`src/flash_timing_pkg.sv`:
```
// Package: constants and carrier types for the flash operation timing sequencer
package flash_timing_pkg;
  // Widths
  localparam int DIV_W = 8;
  localparam int CNT_W = 17;
  localparam int ADDR_W = 16;
  // Single word program: op-clock periods and bus periods
  localparam logic [CNT_W-1:0] SWPGM_OP_CYC = 17'h00009;
  localparam logic [CNT_W-1:0] SWPGM_BUS_CYC = 17'h00019;
  // Burst consecutive word: op-clock periods and bus periods
  localparam logic [CNT_W-1:0] BWPGM_OP_CYC = 17'h00004;
  localparam logic [CNT_W-1:0] BWPGM_BUS_CYC = 17'h00009;
  // Words per burst row
  localparam logic [6:0] ROW_WORDS = 7'h40;
  // Sector erase: pulses and op-clock periods in total
  localparam logic [4:0] ERA_PULSES = 5'h10;
  localparam logic [CNT_W-1:0] ERA_OP_CYC = 17'h00FA0;
  localparam logic [CNT_W-1:0] ERA_PULSE_OP_CYC = 17'h000FA;
  // Mass erase op-clock periods
  localparam logic [CNT_W-1:0] MASS_OP_CYC = 17'h04E20;
  // Blank check setup bus cycles: 11 minimum less one word
  localparam logic [CNT_W-1:0] BLANK_SETUP_CYC = 17'h0000A;
  // Blank check words in a block: 65546 maximum less setup
  localparam logic [CNT_W-1:0] BLANK_WORDS = 17'h10000;

  typedef enum logic [2:0] {
    CMD_PROGRAM,
    CMD_SECTOR_ERASE,
    CMD_MASS_ERASE,
    CMD_BLANK_CHECK
  } cmd_e;

  typedef struct packed {
    cmd_e cmd;
    logic [ADDR_W-1:0] addr;
    logic [15:0] data;
  } cmd_s;

  typedef struct packed {
    logic busy;
    logic done;
    logic blank_fail;
    logic [ADDR_W-1:0] fail_addr;
  } stat_s;
endpackage

```
`src/flash_program_erase_timing.sv`:
```
// Flash program, erase and blank check timing sequencer
`timescale 1ns/1ns
module flash_program_erase_timing #(
  parameter int DIV_W = flash_timing_pkg::DIV_W
) (
  input wire logic clock_i,
  input wire logic nrst_i,
  input wire logic [DIV_W-1:0] flash_clock_divider_i,
  input wire logic cmd_valid_i,
  output logic cmd_ready_o,
  input wire flash_timing_pkg::cmd_s cmd_i,
  input wire logic word_blank_i,
  output logic [flash_timing_pkg::ADDR_W-1:0] array_addr_o,
  output logic prog_strobe_o,
  output logic erase_pulse_o,
  output logic flash_operation_clock_o,
  output flash_timing_pkg::stat_s stat_o
);
  typedef enum logic [2:0] {S_IDLE, S_OP, S_BUS, S_BLANK_SETUP, S_BLANK_SCAN} state_e;

  localparam int CW = flash_timing_pkg::CNT_W;
  localparam int AW = flash_timing_pkg::ADDR_W;

  state_e state_q;
  flash_timing_pkg::cmd_e cmd_q;
  logic [DIV_W-1:0] div_cnt_q;
  logic op_tick;
  logic op_clk_q;
  logic [CW-1:0] cnt_q;
  logic [CW-1:0] bus_len_q;
  logic [6:0] words_q;
  logic [4:0] pulses_q;
  logic [AW-1:0] addr_q;
  logic busy_q;
  logic done_q;
  logic fail_q;
  logic [AW-1:0] fail_addr_q;
  logic accept;
  logic burst_next;

  ////////////////////////////////////////////////////////////////////////////
  // Operation clock divider
  // Divider is not checked against any limit; a bad setting only stretches or compresses time
  // no frequency check
  assign op_tick = (div_cnt_q == flash_clock_divider_i);

  // Divider counter, one tick per op-clock period (divider plus one bus cycles)
  // Restarts outside the op phase so a burst word never starts on a partial period
  always_ff @(posedge clock_i or negedge nrst_i) begin
    if (!nrst_i) begin
      div_cnt_q <= '0;
    end else if (op_tick || state_q != S_OP) begin
      div_cnt_q <= '0;
    end else begin
      div_cnt_q <= div_cnt_q + 1'b1;
    end
  end

  // Visible op clock toggles on each tick while busy
  always_ff @(posedge clock_i or negedge nrst_i) begin
    if (!nrst_i) begin
      op_clk_q <= 1'b0;
    end else if (op_tick && busy_q) begin
      op_clk_q <= ~op_clk_q;
    end
  end

  ////////////////////////////////////////////////////////////////////////////
  // Command handshake
  // commands blocked while busy
  assign cmd_ready_o = !busy_q;
  assign accept = cmd_valid_i && cmd_ready_o;
  // A program command already queued at the end of a word continues the burst, up to 64 words per row
  // burst while queued
  assign burst_next = cmd_valid_i && (cmd_i.cmd == flash_timing_pkg::CMD_PROGRAM)
    && (cmd_q == flash_timing_pkg::CMD_PROGRAM) && (words_q < flash_timing_pkg::ROW_WORDS);

  ////////////////////////////////////////////////////////////////////////////
  // Sequencer
  always_ff @(posedge clock_i or negedge nrst_i) begin
    if (!nrst_i) begin
      state_q <= S_IDLE;
      cmd_q <= flash_timing_pkg::CMD_PROGRAM;
      cnt_q <= '0;
      bus_len_q <= '0;
      words_q <= '0;
      pulses_q <= '0;
      addr_q <= '0;
    end else begin
      case (state_q)
        S_IDLE: begin
          if (accept) begin
            cmd_q <= cmd_i.cmd;
            addr_q <= cmd_i.addr;
            cnt_q <= '0;
            pulses_q <= '0;
            case (cmd_i.cmd)
              flash_timing_pkg::CMD_PROGRAM: begin
                words_q <= 7'h01;
                bus_len_q <= flash_timing_pkg::SWPGM_BUS_CYC;
                state_q <= S_OP;
              end
              flash_timing_pkg::CMD_BLANK_CHECK: begin
                addr_q <= '0;
                state_q <= S_BLANK_SETUP;
              end
              default: begin
                state_q <= S_OP;
              end
            endcase
          end
        end
        S_OP: begin
          if (op_tick) begin
            cnt_q <= cnt_q + 1'b1;
            case (cmd_q)
              flash_timing_pkg::CMD_PROGRAM: begin
                if ((words_q == 7'h01 && cnt_q == flash_timing_pkg::SWPGM_OP_CYC - 1'b1) ||
                    (words_q != 7'h01 && cnt_q == flash_timing_pkg::BWPGM_OP_CYC - 1'b1)) begin
                  cnt_q <= '0;
                  state_q <= S_BUS;
                end
              end
              flash_timing_pkg::CMD_SECTOR_ERASE: begin
                if (cnt_q == flash_timing_pkg::ERA_PULSE_OP_CYC - 1'b1) begin
                  cnt_q <= '0;
                  pulses_q <= pulses_q + 1'b1;
                  if (pulses_q == flash_timing_pkg::ERA_PULSES - 1'b1) begin
                    state_q <= S_IDLE;
                  end
                end
              end
              default: begin
                if (cnt_q == flash_timing_pkg::MASS_OP_CYC - 1'b1) begin
                  state_q <= S_IDLE;
                end
              end
            endcase
          end
        end
        S_BUS: begin
          cnt_q <= cnt_q + 1'b1;
          if (cnt_q == bus_len_q - 1'b1) begin
            cnt_q <= '0;
            // row is single then burst words
            if (burst_next) begin
              words_q <= words_q + 1'b1;
              addr_q <= cmd_i.addr;
              bus_len_q <= flash_timing_pkg::BWPGM_BUS_CYC;
              state_q <= S_OP;
            end else begin
              state_q <= S_IDLE;
            end
          end
        end
        S_BLANK_SETUP: begin
          cnt_q <= cnt_q + 1'b1;
          if (cnt_q == flash_timing_pkg::BLANK_SETUP_CYC - 1'b1) begin
            cnt_q <= '0;
            state_q <= S_BLANK_SCAN;
          end
        end
        S_BLANK_SCAN: begin
          cnt_q <= cnt_q + 1'b1;
          addr_q <= addr_q + 1'b1;
          if (!word_blank_i || cnt_q == flash_timing_pkg::BLANK_WORDS - 1'b1) begin
            state_q <= S_IDLE;
          end
        end
        default: begin
          state_q <= S_IDLE;
        end
      endcase
    end
  end

  ////////////////////////////////////////////////////////////////////////////
  // Status: busy, done pulse and blank-check result
  // busy until count elapsed
  always_ff @(posedge clock_i or negedge nrst_i) begin
    if (!nrst_i) begin
      busy_q <= 1'b0;
      done_q <= 1'b0;
    end else begin
      done_q <= busy_q && (state_q == S_IDLE);
      if (accept) begin
        busy_q <= 1'b1;
      end else if (state_q == S_IDLE) begin
        busy_q <= 1'b0;
      end
    end
  end

  // Result of the last blank check; fail address is the first non-blank word
  always_ff @(posedge clock_i or negedge nrst_i) begin
    if (!nrst_i) begin
      fail_q <= 1'b0;
      fail_addr_q <= '0;
    end else if (accept && cmd_i.cmd == flash_timing_pkg::CMD_BLANK_CHECK) begin
      fail_q <= 1'b0;
    end else if (state_q == S_BLANK_SCAN && !word_blank_i) begin
      fail_q <= 1'b1;
      fail_addr_q <= addr_q;
    end
  end

  // Strobes registered from the sequencer state
  always_ff @(posedge clock_i or negedge nrst_i) begin
    if (!nrst_i) begin
      prog_strobe_o <= 1'b0;
      erase_pulse_o <= 1'b0;
    end else begin
      prog_strobe_o <= (state_q == S_OP) && (cmd_q == flash_timing_pkg::CMD_PROGRAM);
      // one idle cycle between sector pulses, so each pulse is seen on its own
      erase_pulse_o <= (state_q == S_OP) && (cmd_q != flash_timing_pkg::CMD_PROGRAM)
        && !(cmd_q == flash_timing_pkg::CMD_SECTOR_ERASE && op_tick
             && cnt_q == flash_timing_pkg::ERA_PULSE_OP_CYC - 1'b1);
    end
  end

  assign array_addr_o = addr_q;
  assign flash_operation_clock_o = op_clk_q;
  assign stat_o = '{busy: busy_q, done: done_q, blank_fail: fail_q, fail_addr: fail_addr_q};

  ////////////////////////////////////////////////////////////////////////////
  // Checks
  chk_busy_on_accept: assert property (@(posedge clock_i) disable iff (!nrst_i)
    accept |=> busy_q && !cmd_ready_o) else $error("busy not raised after launch");
  chk_bus_phase_len: assert property (@(posedge clock_i) disable iff (!nrst_i)
    $rose(state_q == S_BUS) && words_q == 7'h01 |-> (state_q == S_BUS) [*8] ##1 (state_q == S_BUS) [*8]
    ##1 (state_q == S_BUS) [*8] ##1 state_q == S_BUS ##1 state_q != S_BUS)
    else $error("single word bus phase not 25 cycles");
  chk_burst_bus_len: assert property (@(posedge clock_i) disable iff (!nrst_i)
    $rose(state_q == S_BUS) && words_q != 7'h01 |-> (state_q == S_BUS) [*8] ##1 state_q == S_BUS
    ##1 state_q != S_BUS)
    else $error("burst word bus phase not 9 cycles");
  chk_burst_limit: assert property (@(posedge clock_i) disable iff (!nrst_i)
    words_q <= flash_timing_pkg::ROW_WORDS) else $error("burst exceeds row");
  chk_pulse_count: assert property (@(posedge clock_i) disable iff (!nrst_i)
    pulses_q <= flash_timing_pkg::ERA_PULSES) else $error("too many erase pulses");
  chk_blank_setup: assert property (@(posedge clock_i) disable iff (!nrst_i)
    accept && cmd_i.cmd == flash_timing_pkg::CMD_BLANK_CHECK |=> (state_q == S_BLANK_SETUP) [*8])
    else $error("blank setup too short");
  chk_blank_stop: assert property (@(posedge clock_i) disable iff (!nrst_i)
    state_q == S_BLANK_SCAN && !word_blank_i |=> state_q == S_IDLE && fail_q)
    else $error("blank check did not stop");
  chk_done_after: assert property (@(posedge clock_i) disable iff (!nrst_i)
    busy_q && state_q == S_IDLE && !accept |=> done_q && !busy_q) else $error("no done pulse");
endmodule

```
`config.mk`:
```
export PLATFORM = sky130hd
export DESIGN_NAME = flash_program_erase_timing
export DESIGN_NICKNAME = d
export VERILOG_FILES = /design/src/flash_timing_pkg.sv /design/src/flash_program_erase_timing.sv
export SDC_FILE = /design/constraint.sdc
export NUM_CORES = 1
export LEC_CHECK = 0
export ABC_AREA = 1
export BUFFER_PORTS_ARGS = -buffer_cell sky130_fd_sc_hd__buf_4
export CAP_MARGIN = 10
export CORE_UTILIZATION = 57
export CTS_CLUSTER_DIAMETER = 40
export DETAILED_ROUTE_END_ITERATION = 12
export PLACE_DENSITY = 0.78
export SYNTH_ARGS = -nofsm -noshare
export SYNTH_HDL_FRONTEND = slang
export SYNTH_SLANG_ARGS = --single-unit
```
`constraint.sdc`:
```
create_clock -name clock_i -period 2.3 [get_ports clock_i]
set_input_delay 0.115 -clock clock_i [delete_from_list [all_inputs] [get_ports clock_i]]
set_output_delay 0.115 -clock clock_i [all_outputs]
set_load 0.02 [all_outputs]
```
After elaboration in Yosys (flattened, before gate mapping):

Index checks and enable logic that the tools add are counted.

* flip-flop bits (word level): 98

* reductions and logical operators: 38
* eq/ne operators: 31
* $add $sub $neg: 6
* $lt $le $gt $ge: 1
* mux-type cells: 46
* bitwise gates (word level): 2

Operators with widths (count)
* $mux W17: 10
* $pmux W17 S5: 1
* $pmux W17 S2: 2
* $mux W16: 4
* $pmux W16 S3: 1
* $eq A17 B4 Y1 const B: 2
* $mux W7: 4
* $mux W3: 9
* $mux W5: 4
* $add A17 B1 Y17 const B: 1
* $eq A17 B15 Y1 const B: 1
* $eq A17 B16 Y1 const B: 1
* $eq A17 B17 Y1: 1
* $eq A17 B2 Y1 const B: 1
* $eq A17 B8 Y1 const B: 1
* $sub A17 B1 Y17 const B: 1
* $add A16 B1 Y16 const B: 1
* $logic_and A1 B1 Y1: 15
* $pmux W3 S5: 1
* $ne A2 B2 Y1 const B: 7
* $pmux W7 S2: 1
* $pmux W5 S2: 1
* $reduce_and A5 Y1: 2
* $eq A3 B2 Y1 const B: 3
* 30 further kinds: 49

Depth between registers and ports, before layout:

* word-level depth: 7
* gate-level depth with buffers: 14
* gate-level depth less buffers: 13

Worst setup path before layout:

Ideal clock, no wire load.

* kind: register to register
* start point: reg cnt_q[0]
* end point: reg state_q[0]
* path slack: 0.268 ns
* arrival: 1.914 ns
* library setup time: 0.118 ns
* buffers on the path: 0
* cell stages (with the launch flop): 13
* path through: dfrtp_1 -> ha_1 -> inv_1 -> nor3_1 -> nand2_1 -> nor4_1 -> ha_1 -> nand3b_1 -> nand2_1 -> nor2_2 -> nand3_1 -> nand2_1 -> nand2_1

* longest elaborated chain between the ends: 5

RTL lines
* start: declaration: RTL line flash_program_erase_timing.sv:29 `logic [CW-1:0] cnt_q;`
* start signal: assignment: RTL line flash_program_erase_timing.sv:115 `cnt_q <= cnt_q + 1'b1;`
* start signal: assignment: RTL line flash_program_erase_timing.sv:142 `cnt_q <= cnt_q + 1'b1;`
* start signal: assignment: RTL line flash_program_erase_timing.sv:157 `cnt_q <= cnt_q + 1'b1;`
* $eq A17 B4 Y1 or $eq A17 B2 Y1 (tied branches): RTL line flash_program_erase_timing.sv:118, flash_program_erase_timing.sv:119
* $logic_and A1 B1 Y1, on equally long branches: RTL line flash_program_erase_timing.sv:118, flash_program_erase_timing.sv:119
* $logic_or A1 B1 Y1: RTL line flash_program_erase_timing.sv:118 `if ((words_q == 7'h01 && cnt_q == flash_timing_pkg::SWPGM_OP_CYC - 1'b1) ||`
* $ne A3 B3 Y1 (no source line)
* $reduce_and A9 Y1 (no source line) (*)
* end signal: assignment: RTL line flash_program_erase_timing.sv:121 `state_q <= S_BUS;`
* end signal: assignment: RTL line flash_program_erase_timing.sv:129 `state_q <= S_IDLE;`
* end signal: assignment: RTL line flash_program_erase_timing.sv:135 `state_q <= S_IDLE;`
* end: declaration: RTL line flash_program_erase_timing.sv:24 `state_e state_q;`

Every way passes the cells marked *; elsewhere a longest branch is shown, timed or not.
A chain may end at the register's enable or synchronous reset.

Final worst setup path:

* start point: reg cnt_q[1]
* end point: reg state_q[1]

The elaborated chain is that of the path after synthesis.

==> flow_summary.yaml <==
floorplan:
  core_sq_um: 8680
  fp.dieW_um: 96.4
  io_pins: 86
  dieArea_sq_um: 9290
  start_util_pct: 58.5
  rows: 34
  die_h_um: 96.4
critical_path:
  rr_worst_depth: 12
  end_kind: "flop"
  cp_max_fo: 4
  worstSetupPathType: "reg -> reg"
  critPathArrivalTime_ns: 2.44
  worstPathRequired_ns: 2.54
  start_kind: "flop"
synth:
  syn_area_sq_um: 5080
  synth-edff-count: 0
  postSynth.asyncResetShare_pct: 100
  synth_top_area_share_pct: 40.9
  synthesis.nets: 756
  ys_seq_area_share_pct: 40.9
  syn_inst: 698
  syn_area_per_cell_sq_um: 7.28
  ys_top_cells_by_area: "dfrtp_1, nand2_1, nand3_1, nor2_1, inv_1"
  synth-main-ff-cell: "dfrtp_1"
  yosysUniqueCellTypes: 33
  synth_warnings: 0
  synth_top_cell_by_area: "dfrtp_1"
  ys_seq_elements: 83
global_route:
  grt_max_degree: 47
  grt_first_pass_wirelength_mm: 19.5
  antenna_found_initial: 0
  grt_overflow: 0
  first_global_vias: 4331
  globalRouteTotalUtil_pct: 26.8
route:
  first_iter_violations: 262
  vias: 4734
  vias_per_cell: 5.37
  drt_wl_total_mm: 11.8
  ant_nets: 0
  drt-pass1-iter-count: 5
  wl_per_cell_um: 13.4
  drc: 0
placement:
  postPlaceCellArea_sq_um: 5680
  dpl.hpwl_mm: 8.58
  port_buffers: 69
  gp_congestion: 0.902
  pre_cts_slack_ns: 0.0400
timing:
  worst_slew_pin_slew_ns: 0.663
  min_period_over_period_pct: 95.4
  setup_viol: 0
  fmax_mhz: 456
  slew-limit-headroom_pct: 55.8
  worst_hold_slack_ns: 0.0179
  fin_ws_ns: 0.106
  slew_violations: 0
  finClkSkew_ns: 0.00922
  hold_violations: 0
  period_minus_slack_ns: 2.19
cts:
  cts_made_buffers: 9
  clk_latency_ns: 0.35
  clk_pin_slew_ns: 0.09
  clockBufferDepth: 2
  clockRootBuffer: "clkbuf_8"
  cts_sinks: 83
  ctsHtreeMaxLevel: 3
  cts_tree: "yes"
layout:
  multi_input_area_sq_um: 2600
  area_growth_pct: 16.4
  drive_above_1_share_pct: 17.2
  antenna_cells: 0
  fin_area_sq_um: 5910
  final-seq-area_sq_um: 2080
  nFillCells: 775
  fin_nets: 827
min_path:
  holdPathStages: 2
  hp-class: "in -> reg"
flow_run:
  drv_cap: 0
pwr:
  ir_drop_v: 0.000471
  p_leak_nw: 3.00
  power_mw: 6.49
  power-per-cell-area_nw_per_um2: 1100
outcome:
  status: "complete, no violations"
## where the power goes
group	internal [mW]	leakage, nW	switching, mW	total (mW)
Clock	0.538	0.0943	0.527	1.07
Sequential	1.90	1.07	0.381	2.29
Combinational	1.13	1.83	2.02	3.14
Total	3.57	3.00	2.92	6.49
## cells in the final DEF (no fill, tap or decap), types with 12 or more instances in the layout
cell and instances:
dfrtp_1 83, o21ai_1 15, nand2_1 212, nand3_1 63, nand3b_1 12, buf_4 76, inv_1 71, xor2_1 14
nor3_1 14, o21ai_0 39, nor2_1 74
## sequential cells by signal (all words and copies together) (netlist names)
| signal | count |
|---|---|
| fail_q | 1 |
| words_q | 7 |
| bus_len_q | 2 |
| cmd_q | 3 |
| fail_addr_q | 16 |
| cnt_q | 17 |
| busy_q | 1 |
| erase_pulse_o | 1 |
| pulses_q | 5 |
| prog_strobe_o | 1 |
| state_q | 3 |
| flash_operation_clock_o | 1 |
| done_q | 1 |
| array_addr_o | 16 |
| div_cnt_q | 8 |
## worst paths after layout
check | to | slack, ns | from
max in group asynchronous | fail_addr_q[15] | 1.36 | nrst_i
setup reg to reg | state_q[1] | 0.11 | cnt_q[1]
setup / recovery | state_q[1] | 0.11 | cnt_q[1]
hold reg to reg | fail_addr_q[6] | 0.49 | fail_addr_q[6]
min in group asynchronous | div_cnt_q[2] | 0.32 | nrst_i
hold / removal | cmd_q[2] | 0.02 | cmd_i[34]
## layer usage
metal / vias to the layer above / routed length (um) / share of wire (%) / GRT usage [%]
li1: 2370 / - / - / -
met1: 2197 / 5190 / 44 / 35.5
met2: 146 / 5690 / 48 / 45.3
met3: 21 / 681 / 5.8 / 3.60
met4: 0 / 215 / 1.8 / 8.82
met5: - / 0 / 0 / 0
## timing repair
item                                   4_1_cts  5_1_grt
hold buffers                                 1        0
setup endpoints to repair                    2        3
endpoints found under the hold margin       45        0
gates resized for setup                      1        3
buffers inserted                             0        1
## cells by family after synthesis
logic type / count (synthesis) / synth area share, %
mux: 1 / 0.222
xor+xnor: 21 / 3.62
compound gates: 77 / 8.65
flops: 83 / 40.9
simple gates: 410 / 35.5
buf+inv: 95 / 8.38
fa+ha+maj: 11 / 2.71
## through the flow
stage / TNS [ns] / cells / utilization, %
after floorplan: 0 / 698 / -
after global placement: 0 / 864 / 65.5
after detailed placement: 0 / 864 / 65.5
after CTS: 0 / 881 / 67.9
after global routing: -0.163 / 882 / 68.1
final: 0 / 882 / 68.1
## worst max-delay path, stage by stage (launching register included)
cell and delay, ns:
dfrtp_1 0.40, ha_2 0.23, inv_1 0.10, nor3_4 0.22, nand2_1 0.16, nor4_2 0.20
ha_1 0.18, nand3b_1 0.12, nand2_1 0.07, nor2_2 0.14, nand3_1 0.12, nand2_1 0.08
nand2_1 0.06
## area by class of cell
type                    count  share of cell area (%)
inverters                  76                    4.82
multi-input cells         520                    44.0
clock buffers              13                    2.52
repair buffers             79                    10.5
flip-flops and latches     83                    35.1
well taps                 108                    2.29
clock inverters             3                   0.783
## Yosys cell counts (7+ instances only)
cell      instances
o21ai_1          16
inv_1            71
o21ai_0          39
nand4_1           8
xnor2_1           7
a21oi_1           9
dfrtp_1          83
buf_4             7
nor2_1           74
nor3_1           15
o21ai_2           9
xor2_1           14
ha_1             11
nand2_1         212
nand3_1          63
nand3b_1         12
No activity file was read; power rests on OpenSTA's default activity.
